[src/verilog/pwmtb_pkg.sv]
// constants and types shared by the pulse-width time base and its register slave
// assumes one 100 MHz system clock and a 32-bit APB register bus
package pwmtb_pkg;

    // ------------------------------------------------------------
    // structure
    // ------------------------------------------------------------
    localparam int GEN_COUNT = 3;
    localparam int CNT_W = 16;
    localparam int EV_W = 6;
    localparam int ADDR_W = 8;
    localparam int DATA_W = 32;
    localparam int OFF_W = 5;
    localparam int GEN_SEL_LSB = 5;
    localparam int GEN_SEL_W = 3;

    // ------------------------------------------------------------
    // register map, byte offsets within one generator slot and the two shared addresses
    // ------------------------------------------------------------
    localparam logic [OFF_W-1:0] OFF_CTL = 5'h00;
    localparam logic [OFF_W-1:0] OFF_LOAD = 5'h04;
    localparam logic [OFF_W-1:0] OFF_CMPA = 5'h08;
    localparam logic [OFF_W-1:0] OFF_CMPB = 5'h0C;
    localparam logic [OFF_W-1:0] OFF_COUNT = 5'h10;
    localparam logic [OFF_W-1:0] OFF_EVENTS = 5'h14;
    localparam logic [ADDR_W-1:0] ADDR_ENALL = 8'h60;
    localparam logic [ADDR_W-1:0] ADDR_EVSUM = 8'h64;

    // ------------------------------------------------------------
    // field positions
    // ------------------------------------------------------------
    localparam int CTL_EN_BIT = 0;
    localparam int CTL_MODE_BIT = 1;
    localparam int COUNT_DIR_BIT = 16;
    localparam int EV_ZERO = 0;
    localparam int EV_LOAD = 1;
    localparam int EV_A_UP = 2;
    localparam int EV_A_DOWN = 3;
    localparam int EV_B_UP = 4;
    localparam int EV_B_DOWN = 5;

    // ------------------------------------------------------------
    // reset values and the counter step
    // ------------------------------------------------------------
    localparam logic [CNT_W-1:0] CNT_RST = 16'h0000;
    localparam logic [CNT_W-1:0] LOAD_RST = 16'h0000;
    localparam logic [CNT_W-1:0] CMP_RST = 16'h0000;
    localparam logic [EV_W-1:0] EV_RST = 6'h00;
    localparam logic [CNT_W-1:0] CNT_ONE = 16'h0001;

    typedef logic [CNT_W-1:0] pwmtb_cnt_t;
    typedef logic [EV_W-1:0] pwmtb_ev_t;
    typedef enum logic {
        PWMTB_MODE_DOWN = 1'b0,
        PWMTB_MODE_UPDOWN = 1'b1
    } pwmtb_mode_e;

endpackage : pwmtb_pkg

[src/verilog/pwmtb_gen_if.sv]
// configuration and event bundle between the register slave and one time base
// assumes both ends sit in the clk_sys domain
`timescale 1ns/100ps
interface pwmtb_gen_if;
    import pwmtb_pkg::*;

    logic enable;
    pwmtb_mode_e mode;
    pwmtb_cnt_t loadVal;
    pwmtb_cnt_t cmpA;
    pwmtb_cnt_t cmpB;
    pwmtb_cnt_t count;
    logic dirUp;
    logic zeroEv;
    logic loadEv;
    logic matchAUp;
    logic matchADown;
    logic matchBUp;
    logic matchBDown;

    modport ctrl (output enable, mode, loadVal, cmpA, cmpB,
                  input count, dirUp, zeroEv, loadEv, matchAUp, matchADown, matchBUp,
                  matchBDown);
    modport tbase (input enable, mode, loadVal, cmpA, cmpB,
                   output count, dirUp, zeroEv, loadEv, matchAUp, matchADown, matchBUp,
                   matchBDown);
endinterface : pwmtb_gen_if

[src/verilog/pwmtb_top.sv]
// three pulse-width time bases with comparators behind an APB register slave
// assumes an APB master on clk_sys; events go to downstream waveform logic
//
// Behaviour
// RULE1: each generator has one 16-bit down or up/down counter and two comparators.
// RULE2: three identical generators, two pulse outputs each, six in total.
// RULE3: both outputs of a generator share its one counter, period and frequency.
// RULE4: down mode counts load value to zero, reloads, and repeats forever.
// RULE5: up/down mode counts zero to load, back to zero, and repeats.
// RULE6: direction is low in down mode and follows counting direction in up/down.
// RULE7: zero event pulses high for one cycle whenever the count is zero.
// RULE8: load event pulses high for one cycle whenever count equals load value.
// RULE9: in down mode the load pulse follows the zero pulse immediately.
// RULE10: each comparator pulses one cycle when the count equals its match value.
// RULE11: in up/down mode matches fire both ways, split into up and down events.
// RULE12: a match value above the load value never produces a pulse.
// RULE13: four events in down mode, six in up/down mode.
// RULE14: counter steps once per clock while enabled; settings come from configuration.
// RULE15: reset leaves count zero, direction low, and every event low.
//
// Chosen here: the register addresses and the APB register port.
`timescale 1ns/100ps
module pwmtb_top (
    input wire logic clk_sys,
    input wire logic rst,
    input wire logic psel,
    input wire logic penable,
    input wire logic pwrite,
    input wire logic [pwmtb_pkg::ADDR_W-1:0] paddr,
    input wire logic [pwmtb_pkg::DATA_W-1:0] pwdata,
    output logic [pwmtb_pkg::DATA_W-1:0] prdata,
    output logic pready,
    output logic pslverr,
    output logic [pwmtb_pkg::GEN_COUNT-1:0] genDirUp,
    output logic [pwmtb_pkg::GEN_COUNT-1:0] genZero,
    output logic [pwmtb_pkg::GEN_COUNT-1:0] genLoad,
    output logic [pwmtb_pkg::GEN_COUNT-1:0] genMatchAUp,
    output logic [pwmtb_pkg::GEN_COUNT-1:0] genMatchADown,
    output logic [pwmtb_pkg::GEN_COUNT-1:0] genMatchBUp,
    output logic [pwmtb_pkg::GEN_COUNT-1:0] genMatchBDown
);
    import pwmtb_pkg::*;

    // ------------------------------------------------------------
    // address decoding
    // ------------------------------------------------------------
    function automatic logic regHit(
        input logic [ADDR_W-1:0] a,
        input int g,
        input logic [OFF_W-1:0] off
    );
        regHit = (a[GEN_SEL_LSB +: GEN_SEL_W] == GEN_SEL_W'(g)) && (a[OFF_W-1:0] == off);
    endfunction : regHit

    function automatic logic isMapped(input logic [ADDR_W-1:0] a);
        logic hit;
        hit = (a == ADDR_ENALL) || (a == ADDR_EVSUM);
        for (int g = 0; g < GEN_COUNT; g++) begin
            hit = hit || regHit(a, g, OFF_CTL) || regHit(a, g, OFF_LOAD)
                || regHit(a, g, OFF_CMPA) || regHit(a, g, OFF_CMPB)
                || regHit(a, g, OFF_COUNT) || regHit(a, g, OFF_EVENTS);
        end
        isMapped = hit;
    endfunction : isMapped

    // ------------------------------------------------------------
    // bus timing
    // ------------------------------------------------------------
    logic setupPhase;
    logic wrEn;
    logic [DATA_W-1:0] rdWord;

    // zero-wait slave: read data is captured in the setup cycle so that
    // prdata comes from a flop and the access phase can finish at once
    assign setupPhase = psel && !penable;
    assign pready = psel && penable;
    assign wrEn = psel && penable && pwrite;

    // ------------------------------------------------------------
    // configuration registers
    // ------------------------------------------------------------
    logic [GEN_COUNT-1:0] ctlEnable;
    pwmtb_mode_e ctlMode [GEN_COUNT];
    pwmtb_cnt_t loadVal [GEN_COUNT];
    pwmtb_cnt_t cmpA [GEN_COUNT];
    pwmtb_cnt_t cmpB [GEN_COUNT];
    pwmtb_ev_t evSticky [GEN_COUNT];
    pwmtb_ev_t evNow [GEN_COUNT];
    pwmtb_cnt_t countRd [GEN_COUNT];
    logic [GEN_COUNT-1:0] evAny;

    // enable bits are reachable per generator and all at once, so that
    // several generators can be started in the same clock and stay in step
    always_ff @(posedge clk_sys or posedge rst) begin
        if (rst) begin
            ctlEnable <= '0;
        end else if (wrEn && paddr == ADDR_ENALL) begin
            ctlEnable <= pwdata[GEN_COUNT-1:0]; // RULE14
        end else begin
            for (int g = 0; g < GEN_COUNT; g++) begin
                if (wrEn && regHit(paddr, g, OFF_CTL)) begin
                    ctlEnable[g] <= pwdata[CTL_EN_BIT]; // RULE14
                end
            end
        end
    end

    always_ff @(posedge clk_sys or posedge rst) begin
        if (rst) begin
            for (int g = 0; g < GEN_COUNT; g++) begin
                ctlMode[g] <= PWMTB_MODE_DOWN;
            end
        end else begin
            for (int g = 0; g < GEN_COUNT; g++) begin
                if (wrEn && regHit(paddr, g, OFF_CTL)) begin
                    ctlMode[g] <= pwmtb_mode_e'(pwdata[CTL_MODE_BIT]); // RULE14
                end
            end
        end
    end

    // load and match values take effect immediately; a change mid-period
    // can shorten or stretch the running period once
    always_ff @(posedge clk_sys or posedge rst) begin
        if (rst) begin
            for (int g = 0; g < GEN_COUNT; g++) begin
                loadVal[g] <= LOAD_RST;
            end
        end else begin
            for (int g = 0; g < GEN_COUNT; g++) begin
                if (wrEn && regHit(paddr, g, OFF_LOAD)) begin
                    loadVal[g] <= pwdata[CNT_W-1:0]; // RULE14
                end
            end
        end
    end

    always_ff @(posedge clk_sys or posedge rst) begin
        if (rst) begin
            for (int g = 0; g < GEN_COUNT; g++) begin
                cmpA[g] <= CMP_RST;
                cmpB[g] <= CMP_RST;
            end
        end else begin
            for (int g = 0; g < GEN_COUNT; g++) begin
                if (wrEn && regHit(paddr, g, OFF_CMPA)) begin
                    cmpA[g] <= pwdata[CNT_W-1:0]; // RULE14
                end
                if (wrEn && regHit(paddr, g, OFF_CMPB)) begin
                    cmpB[g] <= pwdata[CNT_W-1:0]; // RULE14
                end
            end
        end
    end

    // ------------------------------------------------------------
    // sticky event record, write one to clear
    // ------------------------------------------------------------
    // a new event in the clearing cycle survives the clear
    always_ff @(posedge clk_sys or posedge rst) begin
        if (rst) begin
            for (int g = 0; g < GEN_COUNT; g++) begin
                evSticky[g] <= EV_RST;
            end
        end else begin
            for (int g = 0; g < GEN_COUNT; g++) begin
                if (wrEn && regHit(paddr, g, OFF_EVENTS)) begin
                    evSticky[g] <= (evSticky[g] & ~pwdata[EV_W-1:0]) | evNow[g];
                end else begin
                    evSticky[g] <= evSticky[g] | evNow[g];
                end
            end
        end
    end

    always_comb begin
        for (int g = 0; g < GEN_COUNT; g++) begin
            evAny[g] = |evSticky[g];
        end
    end

    // ------------------------------------------------------------
    // generators
    // ------------------------------------------------------------
    for (genvar g = 0; g < GEN_COUNT; g++) begin : gen_slot // RULE2
        pwmtb_gen_if genBus ();

        assign genBus.enable = ctlEnable[g];
        assign genBus.mode = ctlMode[g];
        assign genBus.loadVal = loadVal[g];
        assign genBus.cmpA = cmpA[g];
        assign genBus.cmpB = cmpB[g];

        // one counter feeds both comparators, so the two outputs
        // downstream can never drift apart in period
        pwmtb_timebase u_timebase (
            .clk_sys(clk_sys),
            .rst(rst),
            .gen(genBus.tbase)
        ); // RULE1 RULE3

        assign evNow[g] = {genBus.matchBDown, genBus.matchBUp, genBus.matchADown,
                           genBus.matchAUp, genBus.loadEv, genBus.zeroEv}; // RULE13
        assign countRd[g] = genBus.count;
        assign genDirUp[g] = genBus.dirUp;
        assign genZero[g] = genBus.zeroEv;
        assign genLoad[g] = genBus.loadEv;
        assign genMatchAUp[g] = genBus.matchAUp;
        assign genMatchADown[g] = genBus.matchADown;
        assign genMatchBUp[g] = genBus.matchBUp;
        assign genMatchBDown[g] = genBus.matchBDown;
    end

    // ------------------------------------------------------------
    // read path
    // ------------------------------------------------------------
    always_comb begin
        rdWord = '0;
        if (paddr == ADDR_ENALL) begin
            rdWord[GEN_COUNT-1:0] = ctlEnable;
        end
        if (paddr == ADDR_EVSUM) begin
            rdWord[GEN_COUNT-1:0] = evAny;
        end
        for (int g = 0; g < GEN_COUNT; g++) begin
            if (regHit(paddr, g, OFF_CTL)) begin
                rdWord[CTL_EN_BIT] = ctlEnable[g];
                rdWord[CTL_MODE_BIT] = ctlMode[g];
            end
            if (regHit(paddr, g, OFF_LOAD)) begin
                rdWord[CNT_W-1:0] = loadVal[g];
            end
            if (regHit(paddr, g, OFF_CMPA)) begin
                rdWord[CNT_W-1:0] = cmpA[g];
            end
            if (regHit(paddr, g, OFF_CMPB)) begin
                rdWord[CNT_W-1:0] = cmpB[g];
            end
            if (regHit(paddr, g, OFF_COUNT)) begin
                rdWord[CNT_W-1:0] = countRd[g];
                rdWord[COUNT_DIR_BIT] = genDirUp[g];
            end
            if (regHit(paddr, g, OFF_EVENTS)) begin
                rdWord[EV_W-1:0] = evSticky[g];
            end
        end
    end

    // the answer is fixed in the setup cycle and held through the access;
    // unmapped addresses read zero and flag an error, writes to them are dropped
    always_ff @(posedge clk_sys or posedge rst) begin
        if (rst) begin
            prdata <= '0;
            pslverr <= 1'b0;
        end else if (setupPhase) begin
            prdata <= pwrite ? '0 : rdWord;
            pslverr <= !isMapped(paddr);
        end
    end

endmodule : pwmtb_top

[src/verilog/pwmtb_timebase.sv]
// one generator's 16-bit counter with its two direction-qualified comparators
// assumes configuration is steady or changes only between clk_sys edges
`timescale 1ns/100ps
module pwmtb_timebase (
    input wire logic clk_sys,
    input wire logic rst,
    pwmtb_gen_if.tbase gen
);
    import pwmtb_pkg::*;

    pwmtb_cnt_t count;
    logic dirUp;
    pwmtb_cnt_t next_count;
    logic next_dirUp;
    logic hitA;
    logic hitB;

    // ------------------------------------------------------------
    // counter
    // ------------------------------------------------------------
    always_comb begin
        next_count = count;
        next_dirUp = dirUp;
        if (gen.enable) begin
            if (gen.mode == PWMTB_MODE_DOWN) begin
                next_dirUp = 1'b0; // RULE6
                // a count left above a lowered load reloads at once
                if (count == CNT_RST || count > gen.loadVal) begin
                    next_count = gen.loadVal; // RULE4 RULE9
                end else begin
                    next_count = count - CNT_ONE; // RULE4
                end
            end else if (dirUp) begin
                if (count >= gen.loadVal) begin
                    next_dirUp = 1'b0; // RULE6
                    next_count = (count == CNT_RST) ? CNT_RST : count - CNT_ONE; // RULE5
                end else begin
                    next_count = count + CNT_ONE; // RULE5
                end
            end else if (count == CNT_RST) begin
                next_dirUp = 1'b1; // RULE6
                next_count = (gen.loadVal == CNT_RST) ? CNT_RST : CNT_ONE; // RULE5
            end else begin
                next_count = count - CNT_ONE; // RULE5
            end
        end
    end

    always_ff @(posedge clk_sys or posedge rst) begin
        if (rst) begin
            count <= CNT_RST; // RULE15
            dirUp <= 1'b0; // RULE15
        end else begin
            count <= next_count; // RULE1 RULE14
            dirUp <= next_dirUp;
        end
    end

    // ------------------------------------------------------------
    // events, registered so they line up with the count they describe
    // ------------------------------------------------------------
    assign hitA = (next_count == gen.cmpA) && (gen.cmpA <= gen.loadVal); // RULE10 RULE12
    assign hitB = (next_count == gen.cmpB) && (gen.cmpB <= gen.loadVal); // RULE10 RULE12

    always_ff @(posedge clk_sys or posedge rst) begin
        if (rst) begin
            gen.zeroEv <= 1'b0; // RULE15
            gen.loadEv <= 1'b0;
            gen.matchAUp <= 1'b0;
            gen.matchADown <= 1'b0;
            gen.matchBUp <= 1'b0;
            gen.matchBDown <= 1'b0;
        end else begin
            gen.zeroEv <= gen.enable && (next_count == CNT_RST); // RULE7
            gen.loadEv <= gen.enable && (next_count == gen.loadVal); // RULE8
            gen.matchAUp <= gen.enable && hitA && next_dirUp; // RULE11 RULE13
            gen.matchADown <= gen.enable && hitA && !next_dirUp; // RULE11 RULE13
            gen.matchBUp <= gen.enable && hitB && next_dirUp; // RULE11 RULE13
            gen.matchBDown <= gen.enable && hitB && !next_dirUp; // RULE11 RULE13
        end
    end

    assign gen.count = count;
    assign gen.dirUp = dirUp;

endmodule : pwmtb_timebase

[config.mk]
export PLATFORM = sky130hd
export DESIGN_NAME = pwmtb_top
export DESIGN_NICKNAME = d
export VERILOG_FILES = /design/src/verilog/pwmtb_pkg.sv /design/src/verilog/pwmtb_gen_if.sv /design/src/verilog/pwmtb_top.sv /design/src/verilog/pwmtb_timebase.sv
export SDC_FILE = /design/constraint.sdc
export NUM_CORES = 1
export LEC_CHECK = 0
export ABC_AREA = 1
export BUFFER_PORTS_ARGS = -buffer_cell sky130_fd_sc_hd__buf_2
export CAP_MARGIN = 20
export CORE_UTILIZATION = 40
export DETAILED_ROUTE_END_ITERATION = 10
export GPL_TIMING_DRIVEN = 1
export SLEW_MARGIN = 40
export SYNTH_ARGS = -nofsm -noshare
export SYNTH_HDL_FRONTEND = slang
export SYNTH_SLANG_ARGS = --single-unit
[constraint.sdc]
create_clock -name clk_sys -period 7.3 [get_ports clk_sys]
set_input_delay 0.73 -clock clk_sys [delete_from_list [all_inputs] [get_ports clk_sys]]
set_output_delay 0.73 -clock clk_sys [all_outputs]
set_load 0.03 [all_outputs]
==> results.cfg <==
[global_routing]
grt_pass1_vias = 20024
grt_pass1_wl_um = 128000
grt_usage_pct = 30.2
antenna_found_initial = 4
grt_overflow = 0
grt_max_degree = 99

[clock_network]
post_cts_buffers = 0
clkTransAtPathRegs_ps = 60
cts_tree = built
clockBufferDepth = 3
clk_latency_ps = 600
post_cts_resized = 0
h-tree-depth = 1
clock_sinks = 255
cts_hold_buf = 0
cts_root_buf = clkbuf_16
cts_made_buffers = 31

[worst_setup_path]
path_max_fanout = 15
reg2reg_from = gen_slot[0].genBus.loadVal[12]$_DFFE_PP0P_
reg2regPathDepth = 20
r2r_slack_ps = 3520
reg2reg_to = gen_slot[0].u_timebase.gen.matchBUp$_DFF_PP0_
end_kind = flip-flop
cp.arrival_ps = 4280
slowest_delay_ps = 470
cpMaxStageDelayCell = dfrtp_1
path_delay_family = simple AND/OR/NAND/NOR gates
cp.required_ps = 7800
cp_num_buf_inv = 4
start_kind = flip-flop
crit_type = reg -> reg
cp_cell_sequence = inv_1 -> ha_1 -> nand2_1 -> nor2_1 -> inv_1 -> nor2_1 -> nand2_2 -> nand2_2 -> nand2_4 -> nand2_4 -> inv_2 -> nand2_1 -> nand3_2 -> nand2_2 -> inv_2 -> nand2_1 -> o21ai_0 -> nor2_1 -> nand3_1 -> nor3_1

[finish]
nNetsFinal = 3349
drive_above_1_share_pct = 9.86
multiInputGateArea_um2 = 13300
fillers = 5635
final_cell_area_um2 = 23400
synthToLayoutAreaGrowth_pct = 7.78
seqCellArea_um2 = 6380

[die]
start_util_pct = 40.5
fp.dieArea_um2 = 55300
die_w_um = 235
die_height_um = 235
core_um2 = 53700
rows = 85
ioPinCount = 100

[pwr]
leakagePower_nw = 11.3
peakVddDrop_mv = 0.335
clkPwrFrac_pct = 23.0
switching_share_pct = 49.0
p_int_mw = 3.63
power_density_nw_per_um2 = 304
p_sw_mw = 3.49
power.share.combinational_pct = 50.1
seqPwrFrac_pct = 26.9

[logic_synthesis]
yosys_warnings = 0
synth-edff-count = 0
synth_top_flop_cell = dfrtp_1
netlist_instances = 3168
synthesis.area_um2 = 21700
synth.distinct_cells = 54
avgSynthCellArea_um2 = 6.86
ys_seq_area_share_pct = 29.4
synth_seq_cells = 255
async_reset_ff_share_pct = 100

[drt]
drtIter0Drc = 2312
final_antenna_net_count = 0
totalWireLength_um = 85000
vias_per_cell = 5.65
drcViolationCount = 0
wl_per_cell_um = 21.9
vias = 21886
firstDrtPassIters = 8

[sta]
setup_viol = 0
slew_headroom_pct = 38.7
rsz0062_at_grt = false
fin_skew_ps = 12.9
whs_ps = 178
slew_viol_final = 0
setup_tns_ps = 0
tightest_slew_ps = 918
max_freq_ghz = 0.265
period_needed_ps = 3780
hold_violations = 0
period_share_pct = 51.7

[flow_run]
cap_viol_max_count = 0

[placement]
io_buffers = 68
hpwl_um = 65300
gp_congestion = 1.01
dpl_cell_area_um2 = 22300

[worst_hold_path]
hold_class = in -> async

[status]
status = completed
-- power groups by stage --
stage | combinational, mW | clock (mW) | sequential [mW]
global route | 3.96 | 1.70 | 1.93
CTS | 3.50 | 1.65 | 1.90
detailed placement | 3.48 | 0 | 1.92
finish | 3.57 | 1.64 | 1.92
global placement | 3.46 | 0 | 1.93
floorplan | 2.96 | 0 | 1.66
-- how the worst max path moves through the flow --
stage | startpoint | to | cells past startpoint
finish | gen_slot[0].genBus.loadVal[12]$_DFFE_PP0P_ | gen_slot[0].u_timebase.gen.matchBUp$_DFF_PP0_ | 20
global route | gen_slot[0].genBus.loadVal[12]$_DFFE_PP0P_ | gen_slot[0].u_timebase.gen.matchBUp$_DFF_PP0_ | 20
CTS | gen_slot[2].genBus.loadVal[14]$_DFFE_PP0P_ | gen_slot[2].u_timebase.gen.matchBDown$_DFF_PP0_ | 18
detailed placement | gen_slot[2].genBus.loadVal[14]$_DFFE_PP0P_ | gen_slot[2].u_timebase.gen.matchBDown$_DFF_PP0_ | 18
global placement | paddr[3] | prdata[5]$_DFFE_PP0P_ | 15
floorplan | rst | ctlEnable[0]$_DFFE_PP0P_ | 1
-- flip-flops by register name, summed over array words and instances, names as in the netlist --
| name | cells |
|---|---|
| gen_slot.u_timebase.gen.zeroEv | 3 |
| gen_slot.u_timebase.gen.matchBUp | 3 |
| pslverr | 1 |
| gen_slot.genBus.cmpB | 48 |
| gen_slot.u_timebase.gen.count | 48 |
| gen_slot.u_timebase.gen.matchAUp | 3 |
| gen_slot.genBus.mode | 3 |
| ctlEnable | 3 |
| gen_slot.u_timebase.gen.dirUp | 3 |
| gen_slot.u_timebase.gen.loadEv | 3 |
| gen_slot.genBus.cmpA | 48 |
| gen_slot.genBus.loadVal | 48 |
| gen_slot.u_timebase.gen.matchADown | 3 |
| prdata | 17 |
| gen_slot.u_timebase.gen.matchBDown | 3 |
| evSticky | 18 |
-- cell type report --
| cell class | count | area share [%] |
|---|---|---|
| multi-input combinational | 2441 | 56.9 |
| sequential | 255 | 27.2 |
| inverter | 342 | 5.50 |
| clock buffer | 47 | 4.04 |
| tap | 696 | 3.72 |
| timing repair buffer | 81 | 2.02 |
| clock inverter | 10 | 0.529 |
| antenna | 2 | 0.0214 |
-- cell families after synthesis --
| group | synth area share [%] |
|---|---|
| compound gates | 12.6 |
| xor+xnor | 4.07 |
| fa+ha+maj | 8.75 |
| buf+inv | 9.72 |
| flops | 29.4 |
| other cells | 0.0173 |
| simple gates | 35.5 |
-- synthesized netlist by cell type (19+ instances only) --
master,count,area [um^2]
nand2_1,881,3310
inv_1,318,1190
nor2_1,274,1030
nand3_1,262,1310
dfrtp_1,255,6380
o21ai_0,207,1040
ha_1,152,1900
a21oi_1,142,711
xor2_1,90,788
nand4_1,76,475
clkbuf_1,56,210
nand2_2,44,275
buf_4,43,323
nand3_2,40,400
nor3_1,39,195
buf_2,32,160
nor4_1,22,138
nand3b_1,19,143
nor2_2,19,119
o2111ai_1,19,166
-- layer usage --
metal  GRT usage [%]  vias up  share of wire [%]
met2            46.8     1010                 44
met1            42.9    10316                 44
met5               0        -              0.015
li1                -    10398                  -
met3            4.53      160                8.9
met4            9.47        2                3.4
-- metrics by stage --
stage | setup slack (ps) | utilization [%] | std cells | total power, mW
after floorplan | 3210 | - | 3182 | 4.62
after global placement | 3080 | 41.5 | 3814 | 5.39
after detailed placement | 3460 | 41.6 | 3815 | 5.41
after CTS | 3440 | 43.6 | 3872 | 7.05
after global routing | 3170 | 43.6 | 3872 | 7.59
final | 3520 | 43.6 | 3874 | 7.12
-- placed cells by master (no fill, tap or decap), types with 5 or more instances in the layout --
master,n
clkbuf_8,11
nand2_2,53
nand4_1,76
xor2_1,90
o21ai_0,207
nor3_1,39
o22ai_1,14
buf_4,10
o211ai_1,11
o21ai_1,5
o2111ai_1,19
a22o_1,7
nor2_1,268
o21bai_1,10
inv_1,317
nand3_1,261
nand3b_1,19
a21oi_1,142
nor2_2,25
clkbuf_1,5
conb_1,15
nand2_1,872
ha_1,152
nand2_4,12
inv_2,17
nor4_1,22
o221ai_1,10
clkbuf_16,31
buf_2,68
xnor2_1,11
clkinv_1,7
a221oi_1,6
dfrtp_1,255
o21a_1,7
a21oi_2,9
nand3_2,41
Power figures use the tool's default switching activity.
